==> src/verilog/jai_map.vh <==
// Offsets, field positions, reset values and encodings for the jump and increment executor
`ifndef JAI_MAP_VH
`define JAI_MAP_VH

// APB register offsets (byte addresses)
`define JAI_OFS_CTRL        12'h000
`define JAI_OFS_WACC        12'h004
`define JAI_OFS_FLAGS       12'h008
`define JAI_OFS_PC          12'h00C
`define JAI_OFS_INDEX       12'h010
`define JAI_OFS_EXEC        12'h014
`define JAI_OFS_IREG        12'h018

// Control register fields
`define JAI_CTRL_EXT_BIT    0
`define JAI_CTRL_BANK_LSB   8
`define JAI_CTRL_BANK_MSB   11

// Flag register bit positions
`define JAI_FLAG_C          0
`define JAI_FLAG_HALF       1
`define JAI_FLAG_Z          2
`define JAI_FLAG_EXCESS     3
`define JAI_FLAG_N          4

// Reset values
`define JAI_RST_BANK        4'h0
`define JAI_RST_WACC        8'h00
`define JAI_RST_FLAGS       5'h00
`define JAI_RST_PC          21'h000000
`define JAI_RST_INDEX       12'h000

// Encodings
`define JAI_OP_JUMP1        8'hEF
`define JAI_OP_JUMP2        4'hF
`define JAI_OP_INC_FILE     6'h0A
`define JAI_OP_INCSZ        6'h0F
`define JAI_OP_INCSNZ       6'h12
`define JAI_NOP_WORD        16'h0000
`define JAI_IDX_LIMIT       8'h5F
`define JAI_ACC_SPLIT       8'h60
`define JAI_ACC_HIGH_BANK   4'hF
`define JAI_ACC_LOW_BANK    4'h0
`define JAI_PC_STEP         21'h000002

// Instruction-cycle phases
`define JAI_Q_DECODE        2'h0
`define JAI_Q_READ          2'h1
`define JAI_Q_PROCESS       2'h2
`define JAI_Q_WRITE         2'h3

`endif

==> src/verilog/jai_phase.v <==
// Four-phase sequencer dividing core_clk into instruction cycles
`timescale 1ns/1ps
`include "jai_map.vh"

module jai_phase (
  input  wire       core_clk,
  input  wire       rst,
  output reg  [1:0] phase,
  output wire       cycle_end
);

  assign cycle_end = (phase == `JAI_Q_WRITE);

  always @(posedge core_clk) begin
    if (rst) begin
      phase <= `JAI_Q_DECODE;
    end else begin
      phase <= phase + 2'h1;
    end
  end

endmodule // jai_phase

==> src/verilog/jai_incr.v <==
// Registered 8-bit incrementer with arithmetic flag results
`timescale 1ns/1ps
`include "jai_map.vh"

module jai_incr (
  input  wire       core_clk,
  input  wire       rst,
  input  wire       load,
  input  wire [7:0] operand,
  output reg  [7:0] sum,
  output reg        carry,
  output reg        half_carry_flag,
  output reg        arithmetic_excess_flag,
  output wire       zero,
  output wire       negative
);

  wire [8:0] wide_sum;

  assign wide_sum = {1'b0, operand} + 9'h001;
  assign zero     = (sum == 8'h00);
  assign negative = sum[7];

  always @(posedge core_clk) begin
    if (rst) begin
      sum                    <= 8'h00;
      carry                  <= 1'b0;
      half_carry_flag        <= 1'b0;
      arithmetic_excess_flag <= 1'b0;
    end else if (load) begin
      sum                    <= wide_sum[7:0];
      carry                  <= wide_sum[8];
      half_carry_flag        <= (operand[3:0] == 4'hF);
      // Only 7Fh crosses into the negative range on an increment
      arithmetic_excess_flag <= (operand == 8'h7F);
    end
  end

endmodule // jai_incr

==> src/verilog/jai_exec.v <==
// Decode and execute for absolute jump and the three increment instructions
`timescale 1ns/1ps
`include "jai_map.vh"

module jai_exec #(
  parameter COUNT_W = 8
) (
  input  wire        core_clk,
  input  wire        rst,
  input  wire [11:0] paddr,
  input  wire        psel,
  input  wire        penable,
  input  wire        pwrite,
  input  wire [31:0] pwdata,
  output reg  [31:0] prdata,
  output wire        pready,
  output wire        pslverr,
  input  wire [15:0] instr_word,
  input  wire [15:0] instr_next,
  output reg  [20:0] pc,
  output reg         fetch_flush,
  output wire [1:0]  cycle_phase,
  output reg  [11:0] dmem_addr,
  output reg         dmem_rd,
  input  wire [7:0]  dmem_rdata,
  output reg         dmem_wr,
  output wire [7:0]  dmem_wdata
);

  localparam ST_RUN   = 2'h0;
  localparam ST_FLUSH = 2'h1;

  reg  [1:0]         state;
  reg  [1:0]         flush_left;
  reg  [15:0]        ir;
  reg                ext_enable;
  reg  [3:0]         bank_select_register;
  reg  [7:0]         wacc;
  reg  [4:0]         flags;
  reg  [11:0]        index_base;
  reg  [1:0]         last_cycles;
  reg                last_skip;
  reg                last_jump;
  reg  [COUNT_W-1:0] retired;
  reg  [31:0]        next_rdata;

  wire [1:0]  phase;
  wire        cycle_end;
  wire [7:0]  inc_sum;
  wire        inc_carry;
  wire        inc_half;
  wire        inc_excess;
  wire        inc_zero;
  wire        inc_neg;
  wire        exec_inc;
  wire        exec_plain;
  wire        exec_sz;
  wire        exec_snz;
  wire        exec_jump;
  wire        dest_reg;
  wire        skip_taken;
  wire        skip_two;
  wire        apb_setup;
  wire        apb_access;
  wire        apb_write;
  wire [20:0] jump_target;

  // Incrementing opcode families share one decode
  function is_inc_op;
    input [15:0] w;
    begin
      is_inc_op = (w[15:10] == `JAI_OP_INC_FILE) || (w[15:10] == `JAI_OP_INCSZ) ||
                  (w[15:10] == `JAI_OP_INCSNZ);
    end
  endfunction

  // Leading words of the instructions that occupy two program words
  function is_two_word;
    input [15:0] w;
    begin
      is_two_word = (w[15:12] == 4'hC) || (w[15:9] == 7'h76) ||
                    (w[15:8] == `JAI_OP_JUMP1) || (w[15:6] == 10'h3B8);
    end
  endfunction

  function [11:0] form_addr;
    input        acc;
    input [7:0]  f;
    input [3:0]  bank;
    input        ext;
    input [11:0] base;
    begin
      if (!acc && ext && (f <= `JAI_IDX_LIMIT)) begin
        form_addr = base + {4'h0, f};
      end else if (!acc) begin
        // Access bank: low bytes of bank 0, upper bytes of the top bank
        form_addr = (f < `JAI_ACC_SPLIT) ? {`JAI_ACC_LOW_BANK, f}
                                         : {`JAI_ACC_HIGH_BANK, f};
      end else begin
        form_addr = {bank, f};
      end
    end
  endfunction

  function addr_hit;
    input [11:0] a;
    begin
      addr_hit = (a == `JAI_OFS_CTRL) || (a == `JAI_OFS_WACC) ||
                 (a == `JAI_OFS_FLAGS) || (a == `JAI_OFS_PC) ||
                 (a == `JAI_OFS_INDEX) || (a == `JAI_OFS_EXEC) ||
                 (a == `JAI_OFS_IREG);
    end
  endfunction

  jai_phase u_phase (
    .core_clk  (core_clk),
    .rst       (rst),
    .phase     (phase),
    .cycle_end (cycle_end)
  );

  jai_incr u_incr (
    .core_clk               (core_clk),
    .rst                    (rst),
    .load                   (exec_inc && (phase == `JAI_Q_PROCESS)),
    .operand                (dmem_rdata),
    .sum                    (inc_sum),
    .carry                  (inc_carry),
    .half_carry_flag        (inc_half),
    .arithmetic_excess_flag (inc_excess),
    .zero                   (inc_zero),
    .negative               (inc_neg)
  );

  assign cycle_phase = phase;
  assign dmem_wdata  = inc_sum;

  // Flush cycles load a no-op word, and decode of ir is also gated by state == ST_RUN
  assign exec_inc   = (state == ST_RUN) && is_inc_op(ir);
  assign exec_plain = exec_inc && (ir[15:10] == `JAI_OP_INC_FILE);
  assign exec_sz    = exec_inc && (ir[15:10] == `JAI_OP_INCSZ);
  assign exec_snz   = exec_inc && (ir[15:10] == `JAI_OP_INCSNZ);
  assign exec_jump  = (state == ST_RUN) && (ir[15:8] == `JAI_OP_JUMP1);
  assign dest_reg   = ir[9];

  assign skip_taken = (exec_sz && inc_zero) || (exec_snz && !inc_zero);
  assign skip_two   = is_two_word(instr_next);

  // Second word must carry its marker nibble; otherwise target bits come from it anyway
  assign jump_target = {instr_next[11:0], ir[7:0], 1'b0};

  assign apb_setup  = psel && !penable;
  assign apb_access = psel && penable;
  assign apb_write  = apb_access && pwrite && addr_hit(paddr) && (paddr != `JAI_OFS_PC) &&
                      (paddr != `JAI_OFS_EXEC) && (paddr != `JAI_OFS_IREG);

  // Zero wait states: every access completes in its first access cycle
  assign pready  = 1'b1;
  assign pslverr = apb_access && (!addr_hit(paddr) ||
                   (pwrite && ((paddr == `JAI_OFS_PC) || (paddr == `JAI_OFS_EXEC) ||
                               (paddr == `JAI_OFS_IREG))));

  always @* begin
    next_rdata = 32'h00000000;
    case (paddr)
      `JAI_OFS_CTRL: begin
        next_rdata[`JAI_CTRL_EXT_BIT]                      = ext_enable;
        next_rdata[`JAI_CTRL_BANK_MSB:`JAI_CTRL_BANK_LSB] = bank_select_register;
      end
      `JAI_OFS_WACC: begin
        next_rdata[7:0] = wacc;
      end
      `JAI_OFS_FLAGS: begin
        next_rdata[4:0] = flags;
      end
      `JAI_OFS_PC: begin
        next_rdata[20:0] = pc;
      end
      `JAI_OFS_INDEX: begin
        next_rdata[11:0] = index_base;
      end
      `JAI_OFS_EXEC: begin
        next_rdata[1:0]            = last_cycles;
        next_rdata[2]              = last_skip;
        next_rdata[3]              = last_jump;
        next_rdata[5:4]            = state;
        next_rdata[7:6]            = flush_left;
        next_rdata[8+COUNT_W-1:8]  = retired;
      end
      `JAI_OFS_IREG: begin
        next_rdata[15:0] = ir;
      end
      default: begin
        next_rdata = 32'h00000000;
      end
    endcase
  end

  // Read data is captured in the setup cycle so it stands through the access cycle
  always @(posedge core_clk) begin
    if (rst) begin
      prdata <= 32'h00000000;
    end else if (apb_setup && !pwrite) begin
      prdata <= next_rdata;
    end
  end

  // Software-visible state; execution writes take priority in the same edge
  always @(posedge core_clk) begin
    if (rst) begin
      ext_enable           <= 1'b0;
      bank_select_register <= `JAI_RST_BANK;
      wacc                 <= `JAI_RST_WACC;
      flags                <= `JAI_RST_FLAGS;
      index_base           <= `JAI_RST_INDEX;
    end else begin
      if (apb_write) begin
        case (paddr)
          `JAI_OFS_CTRL: begin
            ext_enable           <= pwdata[`JAI_CTRL_EXT_BIT];
            bank_select_register <= pwdata[`JAI_CTRL_BANK_MSB:`JAI_CTRL_BANK_LSB];
          end
          `JAI_OFS_WACC: begin
            wacc <= pwdata[7:0];
          end
          `JAI_OFS_FLAGS: begin
            flags <= pwdata[4:0];
          end
          `JAI_OFS_INDEX: begin
            index_base <= pwdata[11:0];
          end
          default: begin
            index_base <= index_base;
          end
        endcase
      end
      if (exec_inc && cycle_end) begin
        if (!dest_reg) begin
          wacc <= inc_sum;
        end
        if (exec_plain) begin
          flags[`JAI_FLAG_C]      <= inc_carry;
          flags[`JAI_FLAG_HALF]   <= inc_half;
          flags[`JAI_FLAG_Z]      <= inc_zero;
          flags[`JAI_FLAG_EXCESS] <= inc_excess;
          flags[`JAI_FLAG_N]      <= inc_neg;
        end
      end
    end
  end

  // Data-memory strobes: read in the second phase, write in the last
  always @(posedge core_clk) begin
    if (rst) begin
      dmem_addr <= 12'h000;
      dmem_rd   <= 1'b0;
      dmem_wr   <= 1'b0;
    end else begin
      dmem_rd <= 1'b0;
      dmem_wr <= 1'b0;
      if ((phase == `JAI_Q_DECODE) && (state == ST_RUN) && is_inc_op(instr_word)) begin
        dmem_addr <= form_addr(instr_word[8], instr_word[7:0], bank_select_register,
                               ext_enable, index_base);
        dmem_rd   <= 1'b1;
      end
      if ((phase == `JAI_Q_PROCESS) && exec_inc && dest_reg) begin
        dmem_wr <= 1'b1;
      end
    end
  end

  // Instruction sequencing, program counter and no-op insertion
  always @(posedge core_clk) begin
    if (rst) begin
      state       <= ST_RUN;
      flush_left  <= 2'h0;
      ir          <= `JAI_NOP_WORD;
      pc          <= `JAI_RST_PC;
      fetch_flush <= 1'b0;
      last_cycles <= 2'h0;
      last_skip   <= 1'b0;
      last_jump   <= 1'b0;
      retired     <= {COUNT_W{1'b0}};
    end else begin
      fetch_flush <= 1'b0;
      if (phase == `JAI_Q_DECODE) begin
        // A discarded word is replaced by a no-op, never executed
        ir <= (state == ST_RUN) ? instr_word : `JAI_NOP_WORD;
      end
      if (cycle_end) begin
        case (state)
          ST_RUN: begin
            if (exec_jump) begin
              pc          <= jump_target;
              fetch_flush <= 1'b1;
              state       <= ST_FLUSH;
              flush_left  <= 2'h1;
              last_cycles <= 2'h2;
              last_skip   <= 1'b0;
              last_jump   <= 1'b1;
            end else if (skip_taken) begin
              fetch_flush <= 1'b1;
              state       <= ST_FLUSH;
              last_skip   <= 1'b1;
              last_jump   <= 1'b0;
              if (skip_two) begin
                pc          <= pc + `JAI_PC_STEP + `JAI_PC_STEP + `JAI_PC_STEP;
                flush_left  <= 2'h2;
                last_cycles <= 2'h3;
              end else begin
                pc          <= pc + `JAI_PC_STEP + `JAI_PC_STEP;
                flush_left  <= 2'h1;
                last_cycles <= 2'h2;
              end
            end else begin
              pc          <= pc + `JAI_PC_STEP;
              last_cycles <= 2'h1;
              last_skip   <= 1'b0;
              last_jump   <= 1'b0;
            end
            retired <= retired + {{(COUNT_W-1){1'b0}}, 1'b1};
          end
          ST_FLUSH: begin
            // Idle cycle: no fetch advance, no memory access, no flag change
            flush_left <= flush_left - 2'h1;
            if (flush_left == 2'h1) begin
              state <= ST_RUN;
            end
          end
          default: begin
            state      <= ST_RUN;
            flush_left <= 2'h0;
          end
        endcase
      end
    end
  end

endmodule // jai_exec

==> config.mk <==
export PLATFORM = sky130hd
export DESIGN_NAME = jai_exec
export DESIGN_NICKNAME = d
export VERILOG_FILES = /design/src/verilog/jai_phase.v /design/src/verilog/jai_incr.v /design/src/verilog/jai_exec.v
export VERILOG_INCLUDE_DIRS = /design/src /design/src/verilog
export SDC_FILE = /design/constraint.sdc
export NUM_CORES = 1
export LEC_CHECK = 0
export ABC_CLOCK_PERIOD_IN_PS = 4400
export BUFFER_PORTS_ARGS = -buffer_cell sky130_fd_sc_hd__buf_4
export CORE_AREA = 5 5 133 135
export CTS_CLUSTER_DIAMETER = 150
export DETAILED_ROUTE_END_ITERATION = 10
export DIE_AREA = 0 0 138 140
export PLACE_DENSITY = 0.77
export REMOVE_ABC_BUFFERS = 1
export SETUP_SLACK_MARGIN = 0.15
export SYNTH_ARGS = -nofsm -noshare
export SYNTH_HDL_FRONTEND = slang
export SYNTH_SLANG_ARGS = --single-unit
==> constraint.sdc <==
create_clock -name core_clk -period 4.4 [get_ports core_clk]
set_input_delay 0.22 -clock core_clk [delete_from_list [all_inputs] [get_ports core_clk]]
set_output_delay 0.22 -clock core_clk [all_outputs]
set_load 0.05 [all_outputs]
==> results of run 1 <==
placed cells by master (no fill, tap or decap), types with 6 or more instances in the layout:
cell	count
nor2_1	157
nor4_1	8
buf_4	151
dfxtp_1	130
or3_1	7
conb_1	13
mux2i_1	42
and3_1	10
nor3_1	18
and4_1	6
a311oi_1	8
o21ai_0	38
a221oi_1	12
a22oi_1	8
clkbuf_16	17
nor2b_1	25
nand2_1	75
a21oi_1	79
a31oi_1	9
ha_1	17
xor2_1	17
a22o_1	6
xnor2_1	36
nand3_1	29
nand4_1	16
and2_1	12
inv_1	24
a211oi_1	46
nand2b_1	7
sequential cells by signal, summed over array words and instances (netlist names), 2 cells and up:
signal                count
prdata                   21
flags                     5
index_base               12
ir                       16
pc                       20
u_phase.phase             2
flush_left                2
retired                   8
u_incr.sum                8
dmem_addr                12
wacc                      8
last_cycles               2
bank_select_register      4
final timing paths:
check,cells past startpoint,startpoint,end,slack [ps]
setup / recovery,9,pc[5],pc[18],870
hold / removal,3,instr_word[9],ir[9],40
setup reg to reg,9,pc[5],pc[18],870
hold reg to reg,2,prdata[17],prdata[17],460
metrics by stage:
stage / utilization [%] / area (um^2) / worst slack, ps / total power, mW / hold slack (ps)
floorplan: - / 7980 / 671 / 1.48 / 287
global placement: 57.4 / 9390 / 1010 / 1.64 / 424
detailed placement: 57.4 / 9390 / 961 / 1.64 / 427
CTS: 60.9 / 9950 / 958 / 2.99 / 23.1
global route: 60.9 / 9950 / 529 / 3.07 / 53.7
finish: 60.9 / 9950 / 872 / 2.98 / 35.6
per-layer routing:
metal | track usage, % | part of all wire, % | routed length (um)
met1 | 33.2 | 44 | 11100
met2 | 40.7 | 47 | 11700
met3 | 4.46 | 6.8 | 1720
met4 | 8.74 | 2.4 | 607
met5 | 0 | 0 | 0
kinds of logic after synthesis:
logic type / synth area share (%)
buffers and inverters: 5.64
other: 0.0903
flip-flops: 31.3
AO/OA/AOI/OAI: 23.6
AND/OR/NAND/NOR: 24.9
multiplexers: 5.46
XOR/XNOR: 6.11
adder cells (fa/ha/maj): 2.92
where the power goes:
group | total [mW] | internal (mW) | leakage [nW] | switching [mW]
combinational | 0.373 | 0.134 | 2.49 | 0.238
sequential | 1.25 | 1.21 | 1.05 | 0.0411
clock | 1.35 | 0.851 | 0.269 | 0.504
total | 2.98 | 2.20 | 3.81 | 0.784
worst min-delay path, stage by stage:
cell	delay [ps]
buf_4	80
a21oi_1	50
nor2_1	70
final cells by class:
type / instances / area, um^2
tap: 220 / 275
fill: 1497 / 6400
clock buffer: 23 / 468
timing repair buffer: 152 / 1140
clock inverter: 6 / 82.6
multi-input combinational: 817 / 5290
inverter: 24 / 90.1
sequential: 130 / 2600
repair_timing:
| action | in CTS | in global routing |
|---|---|---|
| resized for setup | 0 | 0 |
| hold buffers | 1 | 0 |
| hold endpoints to repair | 1 | 0 |
==> results by group, run 1 <==
Outcome
  – Status: complete, no violations

Global route
  – Global route overflow: 0
  – Overall routing resource usage: 24.9%
  – Number of global-route vias before repair: 7628
  – Pin count of the biggest net entering global routing: 65
  – First-pass GRT wire length: 39500 um
  – Initial antenna violation count: 0

STA
  – Period minus WS final: 3530 ps
  – Final period util: 80.2%
  – Relative slew margins: 13.6%
  – Final Hold Viols: 0
  – Final slew viol count: 0
  – Clock Skew: 7.98 ps
  – FMAX: 283 MHz
  – Final setup violation count: 0
  – RSZ-0062 raised after global routing: false
  – Total negative setup slack: 0 ps
  – Actual slew at the worst max-slew pin: 1290 ps

Routing
  – Total wire length: 25200 um
  – Routed Antenna Nets: 0
  – DRC violations left: 0
  – Vias: 8195
  – DR iter-0 viols: 912
  – Routed vias/inst: 5.97
  – DR WL/cell: 18.3 um
  – First drt pass iteration count: 6

CTS
  – CTS tree: built
  – CTS H-tree depth: 4
  – Clk sinks: 130
  – Total clock buffers created by CTS: 17
  – Worst skew pair latency: 420 ps
  – Clk buf depth: 2
  – CTS clk-pin slew, worst paths: 60 ps
  – Post CTS Setup Buffer Count: 0
  – CTS root buf: clkbuf_16

Yosys
  – Seq/Total Area, Yosys: 31.3%
  – Cell count after synthesis: 1039
  – Post-Synthesis Cell Area: 0.00831 mm^2
  – Top cells by area, synth: dfxtp_1 (31%), nor2_1 (7.1%), mux2i_1 (5.1%)
  – Mapped Avg Cell Area: 8.00 um^2
  – Cell taking the most area after synthesis: dfxtp_1
  – Synth top area share: 31.3%
  – Dominant synthesized flop cell: dfxtp_1
  – Yosys reg bits: 130
  – EDFF count, synth: 0
  – Post-synthesis async set-or-reset flop share: 0%
  – Count leader, synth: nor2_1
  – Synth cell count leaders: nor2_1 (157), dfxtp_1 (130), a21oi_1 (79), nand2_1 (75)
  – Warnings from Yosys: 0
  – Synth cell types: 94

Worst setup path
  – Worst EP arrival: 3810 ps
  – Worst path top cell family by delay: simple AND/OR/NAND/NOR gates
  – Worst Setup Start Kind: flip-flop
  – Crit end category: flip-flop
  – Critical Path RT: 4680 ps
  – CP Cell Sequence: nand3_2 -> nor4_1 -> mux2_2 -> and3b_1 -> a31oi_1 -> nor4b_2 -> a31oi_1 -> a311oi_1 -> nor4_1
  – Critical path class: reg2reg
  – Slowest-stage cell, CP: dfxtp_1
  – Number of buffers and inverters on the critical path: 0
  – Critical-path maximum fanout: 17
  – Slowest stage delay, CP: 740 ps

Hold path
  – Worst Hold Class: in2reg

Job
  – Max-Cap Viols: 0

Cells and area
  – Layout cells sized above 1: 18.3%
  – Nets: 1249
  – Layout Cells excl Fill: 1372
  – Layout overhead on the synthesized area: 19.7%
  – Diode count: 0

Floorplanning
  – Core area: 0.0163 mm^2
  – Die area: 0.0193 mm^2
  – Die width: 138 um
  – Initial core utilization: 50.9%
  – Die Span Y: 140 um
  – I/O pin count: 169
  – Rows: 47

Place
  – Cells after DPL: 1342
  – Port bufs: 135
  – GP Congestion: 0.916
  – Hpwl dp: 18500 um

Power
  – Pwr/cell area: 299 mW/mm^2
  – Worst VDD drop: 0.301 mV
  – Leakage: 3.81 nW
No activity file was read; power rests on OpenSTA's default activity.
==> run 2: changes to the inputs <==
--- a/config.mk
+++ b/config.mk
@@ -6,13 +6,13 @@
 export SDC_FILE = /design/constraint.sdc
 export NUM_CORES = 1
 export LEC_CHECK = 0
-export ABC_CLOCK_PERIOD_IN_PS = 4400
+export ABC_CLOCK_PERIOD_IN_PS = 3210
 export BUFFER_PORTS_ARGS = -buffer_cell sky130_fd_sc_hd__buf_4
-export CORE_AREA = 5 5 133 135
+export CORE_AREA = 5 5 134 136
 export CTS_CLUSTER_DIAMETER = 150
 export DETAILED_ROUTE_END_ITERATION = 10
-export DIE_AREA = 0 0 138 140
-export PLACE_DENSITY = 0.77
+export DIE_AREA = 0 0 139 141
+export PLACE_DENSITY = 0.79
 export REMOVE_ABC_BUFFERS = 1
 export SETUP_SLACK_MARGIN = 0.15
 export SYNTH_ARGS = -nofsm -noshare
==> constraint.sdc (replaced) <==
create_clock -name core_clk -period 3.21 [get_ports core_clk]
set_input_delay 0.1605 -clock core_clk [delete_from_list [all_inputs] [get_ports core_clk]]
set_output_delay 0.1605 -clock core_clk [all_outputs]
set_load 0.05 [all_outputs]
==> run 2 against run 1 <==
  * Clock skew shrank 1.2 ps
  * Highest routed layer unchanged
  * Register-to-register slack lost 660 ps
  * First-iteration DRC count up 25%
  * Sequential power grew 37%
  * Sequential cell count unchanged
  * Via count rose by 4.3%
  * Cell count increased by 5.3%
  * Routed wire length up 5.2%
  * Critical path depth rose by 1
==> results by group, run 2 (synthesized netlist as in run 1, its figures left out) <==
Floorplanning
  – Core area: 0.0168 mm^2 (was 0.0163 mm^2)
  – Die area: 0.0196 mm^2 (was 0.0193 mm^2)
  – Die width: 139 um (was 138 um)
  – I/O pin count: 169 (unchanged)
  – Die Span Y: 141 um (was 140 um)
  – Initial core utilization: 49.4% (was 50.9%)
  – Rows: 48 (was 47)

Cells and area
  – Most frequent cells in the layout: buf_4 (202), nor2_1 (155), dfxtp_1 (120) (was nor2_1 (157), buf_4 (151), dfxtp_1 (130))
  – Layout cells sized above 1: 24.3% (was 18.3%)
  – Layout overhead on the synthesized area: 29.3% (was 19.7%)
  – Nets: 1315 (was 1249)
  – Diode count: 0 (unchanged)
  – Largest register FFs: 21 (unchanged)
  – Commonest non-fill, non-tap cell in the layout: buf_4 (was nor2_1)
  – Top reg by flops: prdata (unchanged)
  – Biggest regs: prdata: 21 flops, pc: 20 flops, ir: 16 flops (unchanged)

Routing
  – Total wire length: 26500 um (was 25200 um)
  – DR WL/cell: 18.3 um (about the same)
  – DRC violations left: 0 (unchanged)
  – Vias: 8551 (was 8195)
  – First drt pass iteration count: 6 (unchanged)
  – Routed vias/inst: 5.92 (was 5.97)
  – Routed Antenna Nets: 0 (unchanged)
  – DR iter-0 viols: 1142 (was 912)

Worst setup path
  – Critical path class: reg2reg (unchanged)
  – Slowest stage delay, CP: 560 ps (was 740 ps)
  – Crit end category: flip-flop (unchanged)
  – Slowest-stage cell, CP: or4_1 (was dfxtp_1)
  – Critical-path maximum fanout: 9 (was 17)
  – CP Cell Sequence: ha_4 -> nand3_4 -> or3_4 -> a21boi_4 -> o211ai_4 -> or4_1 -> or3_1 -> a21bo_1 -> mux2_2 -> nand2_1 (was nand3_2 -> nor4_1 -> mux2_2 -> and3b_1 -> a31oi_1 -> nor4b_2 -> a31oi_1 -> a311oi_1 -> nor4_1)
  – Worst path top cell family by delay: simple AND/OR/NAND/NOR gates (unchanged)
  – Critical Path RT: 3570 ps (was 4680 ps)
  – Worst Setup Start Kind: flip-flop (unchanged)
  – Number of buffers and inverters on the critical path: 0 (unchanged)
  – Worst EP arrival: 3360 ps (was 3810 ps)

STA
  – Relative slew margins: 45.7% (was 13.6%)
  – Post-route setup slack: 214 ps (was 872 ps)
  – Total negative setup slack: 0 ps (unchanged)
  – Final slew viol count: 0 (unchanged)
  – Final hold slack: 12.0 ps (was 35.6 ps)
  – Final period util: 93.3% (was 80.2%)
  – FMAX: 334 MHz (was 283 MHz)
  – Period minus WS final: 3000 ps (was 3530 ps)
  – Actual slew at the worst max-slew pin: 811 ps (was 1290 ps)
  – Final Hold Viols: 0 (unchanged)
  – Final setup violation count: 0 (unchanged)
  – RSZ-0062 raised after global routing: true (was false)
  – Clock Skew: 6.80 ps (was 7.98 ps)

Global route
  – Global route overflow: 0 (unchanged)
  – Number of global-route vias before repair: 7791 (was 7628)
  – First-pass GRT wire length: 41400 um (was 39500 um)
  – Overall routing resource usage: 25.8% (was 24.9%)
  – Pin count of the biggest net entering global routing: 70 (was 65)
  – Initial antenna violation count: 0 (unchanged)

Job
  – Max-Cap Viols: 0 (unchanged)

CTS
  – Clk buf depth: 2 (unchanged)
  – Clk sinks: 130 (unchanged)
  – Worst skew pair latency: 420 ps (about the same)
  – CTS H-tree depth: 4 (unchanged)
  – Total clock buffers created by CTS: 17 (unchanged)
  – CTS clk-pin slew, worst paths: 60 ps (about the same)
  – CTS root buf: clkbuf_16 (unchanged)
  – CTS tree: built (unchanged)

Place
  – Hpwl dp: 19300 um (was 18500 um)
  – Port bufs: 135 (unchanged)
  – GP Congestion: 0.931 (was 0.916)
  – Worst slack, placed: 124 ps (was 961 ps)

Power
  – Pwr/cell area: 393 mW/mm^2 (was 299 mW/mm^2)
  – Worst VDD drop: 0.397 mV (was 0.301 mV)
  – Leakage: 4.20 nW (was 3.81 nW)

Hold path
  – Worst Hold Class: in2reg (unchanged)

Outcome
  – Status: complete, no violations (unchanged)
==> run 2: layer usage <==
metal	wire length, um	GRT usage [%]	part of all wire [%]
met5	0	0	0
met4	780	9.53	2.9
met3	2030	4.04	7.7
met2	12200	40.5	46
met1	11500	36.0	43
==> run 2: worst paths after layout <==
check	start	end	slack [ps]	depth (start not counted)
min	instr_word[0]	ir[0]	10	3
max reg2reg	pc[1]	pc[19]	210	10
max	pc[1]	pc[19]	210	10
min reg2reg	last_skip	last_skip	460	2
==> run 2: worst min-delay path: cells and delay by family <==
kind | cells | cell delay, ps
and+or+nand+nor | 1 | 70
buffers and inverters | 1 | 100
AOI/OAI and AO/OA | 1 | 60
==> run 2: stage by stage <==
step | cells | cell area (um^2) | power, mW | utilization (%)
final | 1445 | 10800 | 4.22 | 63.9
after global routing | 1445 | 10800 | 4.35 | 63.9
after CTS | 1442 | 10500 | 4.22 | 62.5
after detailed placement | 1394 | 9750 | 2.27 | 58.0
after global placement | 1394 | 9750 | 2.26 | 58.0
after floorplan | 971 | 7980 | 2.03 | -
==> run 2: cell type report <==
cell class | instances | area [um^2]
fill | 1398 | 6060
sequential | 130 | 2620
multi-input combinational | 817 | 5500
clock buffer | 23 | 458
timing repair buffer | 218 | 1680
tap | 225 | 282
inverter | 24 | 90.1
clock inverter | 8 | 129
==> run 2: power by group <==
part | total [mW] | internal (mW) | leakage (nW) | switching, mW
logic | 0.558 | 0.210 | 2.86 | 0.348
clock network | 1.95 | 1.24 | 0.282 | 0.709
registers | 1.71 | 1.66 | 1.06 | 0.0541
total | 4.22 | 3.11 | 4.20 | 1.11
==> run 2: repair_timing <==
item,CTS,global route
pin swaps,1,13
resized for setup,2,51
setup endpoints to repair,3,12
hold buffers,15,0
hold endpoints to repair,17,0
buffers inserted,2,3
==> run 3: changes to the inputs <==
--- a/config.mk
+++ b/config.mk
@@ -12,6 +12,8 @@
 export CTS_CLUSTER_DIAMETER = 150
 export DETAILED_ROUTE_END_ITERATION = 10
 export DIE_AREA = 0 0 139 141
+export GPL_ROUTABILITY_DRIVEN = 0
+export GPL_TIMING_DRIVEN = 0
 export PLACE_DENSITY = 0.79
 export REMOVE_ABC_BUFFERS = 1
 export SETUP_SLACK_MARGIN = 0.15
==> run 3 against run 2 <==
  * Sequential share of layout area increased by 0.69 points
  * Core utilization decreased by 1.3 points
  * Critical path depth increased by 1
  * Largest cell class unchanged
  * Largest power group unchanged
==> results by group, run 3 (synthesized netlist as in run 1, its figures left out) <==
STA
  – Final period util: 96.3% (was 93.3%)
  – Clock Skew: 7.17 ps (was 6.80 ps)
  – Relative slew margins: 7.68% (was 45.7%)
  – Final Hold Viols: 0 (unchanged)
  – RSZ-0062 raised after global routing: true (unchanged)
  – FMAX: 323 MHz (was 334 MHz)
  – Period minus WS final: 3090 ps (was 3000 ps)
  – Final slew viol count: 0 (unchanged)
  – Actual slew at the worst max-slew pin: 1380 ps (was 811 ps)
  – Final setup violation count: 0 (unchanged)

Routing
  – First drt pass iteration count: 8 (was 6)
  – DR WL/cell: 18.9 um (was 18.3 um)
  – DRC violations left: 0 (unchanged)
  – Routed vias/inst: 6.16 (was 5.92)
  – Vias: 8649 (was 8551)
  – DR iter-0 viols: 999 (was 1142)
  – Total wire length: 26500 um (about the same)
  – Routed Antenna Nets: 0 (unchanged)

CTS
  – CTS H-tree depth: 4 (unchanged)
  – Clk sinks: 130 (unchanged)
  – Worst skew pair latency: 420 ps (about the same)
  – CTS tree: built (unchanged)
  – CTS clk-pin slew, worst paths: 60 ps (about the same)
  – Total clock buffers created by CTS: 17 (unchanged)
  – Clk buf depth: 2 (unchanged)
  – CTS root buf: clkbuf_16 (unchanged)

Power
  – Worst VDD drop: 0.385 mV (was 0.397 mV)
  – Comb power frac: 13.0% (was 13.2%)
  – Switching share of power: 27.6% (was 26.3%)
  – Clock power frac: 45.4% (was 46.2%)
  – Sequential Power Share: 41.6% (was 40.6%)
  – Pwr/cell area: 392 mW/mm^2 (was 393 mW/mm^2)
  – Internal Power: 2.99 mW (was 3.11 mW)
  – Leakage: 4.02 nW (was 4.20 nW)
  – Switch Pwr: 1.14 mW (was 1.11 mW)

Cells and area
  – Top reg by flops: prdata (unchanged)
  – Largest register FFs: 21 (unchanged)
  – Biggest regs: prdata: 21 flops, pc: 20 flops, ir: 16 flops (unchanged)
  – Fill cells: 1407 (was 1398)
  – Diode count: 0 (unchanged)
  – Post-route cell area: 0.0105 mm^2 (was 0.0108 mm^2)
  – Layout cells sized above 1: 23.7% (was 24.3%)
  – Layout Cells excl Fill: 1404 (was 1445)
  – Nets: 1273 (was 1315)
  – Most frequent cells in the layout: buf_4 (161), nor2_1 (149), dfxtp_1 (118) (was buf_4 (202), nor2_1 (155), dfxtp_1 (120))
  – Layout overhead on the synthesized area: 26.7% (was 29.3%)
  – Commonest non-fill, non-tap cell in the layout: buf_4 (unchanged)

Worst setup path
  – Crit end category: flip-flop (unchanged)
  – Critical path class: reg2reg (unchanged)
  – Critical Path RT: 3460 ps (was 3570 ps)
  – Worst Setup Start Kind: flip-flop (unchanged)
  – Worst EP arrival: 3340 ps (was 3360 ps)
  – Critical-path maximum fanout: 9 (unchanged)

Floorplanning
  – I/O pin count: 169 (unchanged)
  – Initial core utilization: 49.4% (unchanged)
  – Die width: 139 um (unchanged)
  – Core area: 0.0168 mm^2 (unchanged)
  – Die area: 0.0196 mm^2 (unchanged)
  – Die Span Y: 141 um (unchanged)
  – Rows: 48 (unchanged)

Global route
  – Pin count of the biggest net entering global routing: 131 (was 70)
  – Met3 Track Usage GR: 4.75% (was 4.04%)
  – Layer with the highest usage: met2 (unchanged)
  – Overall routing resource usage: 25.3% (was 25.8%)
  – Number of global-route vias before repair: 7941 (was 7791)
  – Initial antenna violation count: 0 (unchanged)
  – First-pass GRT wire length: 40900 um (was 41400 um)
  – Met2 GRT Util: 41.1% (was 40.5%)
  – M1 GR Usage: 33.1% (was 36.0%)
  – Global route overflow: 0 (unchanged)

Place
  – DP Area: 0.00933 mm^2 (was 0.00975 mm^2)
  – Cells after DPL: 1334 (was 1394)
  – Hpwl dp: 18300 um (was 19300 um)
  – Port bufs: 135 (unchanged)

Outcome
  – Status: complete, no violations (unchanged)

Job
  – Max-Cap Viols: 0 (unchanged)

Hold path
  – Worst Hold Class: in2reg (unchanged)
## run 3: changes by cell type in the layout (fill, tap and decap cells not counted), sizes merged
cell / change
bufinv: -2
inv: +1
dlygate4sd3: -3
buf: -39
clkinvlp: +2
clkbuf: -1
clkinv: +1
## run 3: final timing paths
| kind | start | to | slack (ps) | cells after the start |
|---|---|---|---|---|
| setup / recovery | pc[2] | pc[18] | 120 | 11 |
| setup reg to reg | pc[2] | pc[18] | 120 | 11 |
| hold reg to reg | prdata[19] | prdata[19] | 460 | 2 |
| hold / removal | pwdata[8] | bank_select_register[0] | 10 | 3 |
## run 3: worst max-delay path, cell delays in order (launching register included)
cell       delay, ps
dfxtp_4          430
ha_4             200
nand3_4          160
or3_4            420
a21boi_4         220
buf_4            170
o2111ai_4        150
o31a_1           320
nor4b_4          290
a31oi_1          150
a311oi_1         320
nor4_1            90
## run 3: power by group through the flow
stage	Clock [mW]	Sequential, mW	Combinational [mW]
2_1_floorplan	0	1.81	0.216
3_3_place_gp	0	1.75	0.487
4_1_cts	1.89	1.72	0.523
3_5_place_dp	0	1.75	0.500
6_report	1.87	1.72	0.536
5_1_grt	1.96	1.72	0.576
## run 3: metrics by stage
step / power, mW / setup TNS, ps / setup WS [ps] / utilization [%] / hold WS [ps]
global placement: 2.24 / -9630 / -625 / 55.1 / 365
finish: 4.13 / 0 / 118 / 62.6 / 11.3
CTS: 4.13 / 0 / 161 / 60.7 / 1.00
detailed placement: 2.25 / -6700 / -624 / 55.5 / 368
floorplan: 2.03 / -3640 / -519 / - / 227
global route: 4.26 / -16.7 / -16.7 / 62.6 / 11.6
## run 3: metal layers
layer,up-vias,part of all wire [%]
met5,-,0
met4,0,3.7
met3,88,8.9
met2,491,47
met1,4054,40
li1,4016,-
## run 3: timing repair
action                                 4_1_cts  5_1_grt
hold buffers                                12        0
endpoints found under the hold margin       14        0
setup endpoints to repair                   15       36
pin swaps                                    4       12
setup buffers                               10       16
resized for setup                           32       45
## run 3: area by class of cell
class / instances / area (um^2) / area share [%]
inverters: 24 / 90.1 / 0.855
repair buffers: 176 / 1370 / 13.0
clock buffers: 22 / 474 / 4.50
well taps: 225 / 282 / 2.67
clock inverters: 10 / 101 / 0.962
flip-flops and latches: 130 / 2640 / 25.0
multi-input cells: 817 / 5580 / 53.0
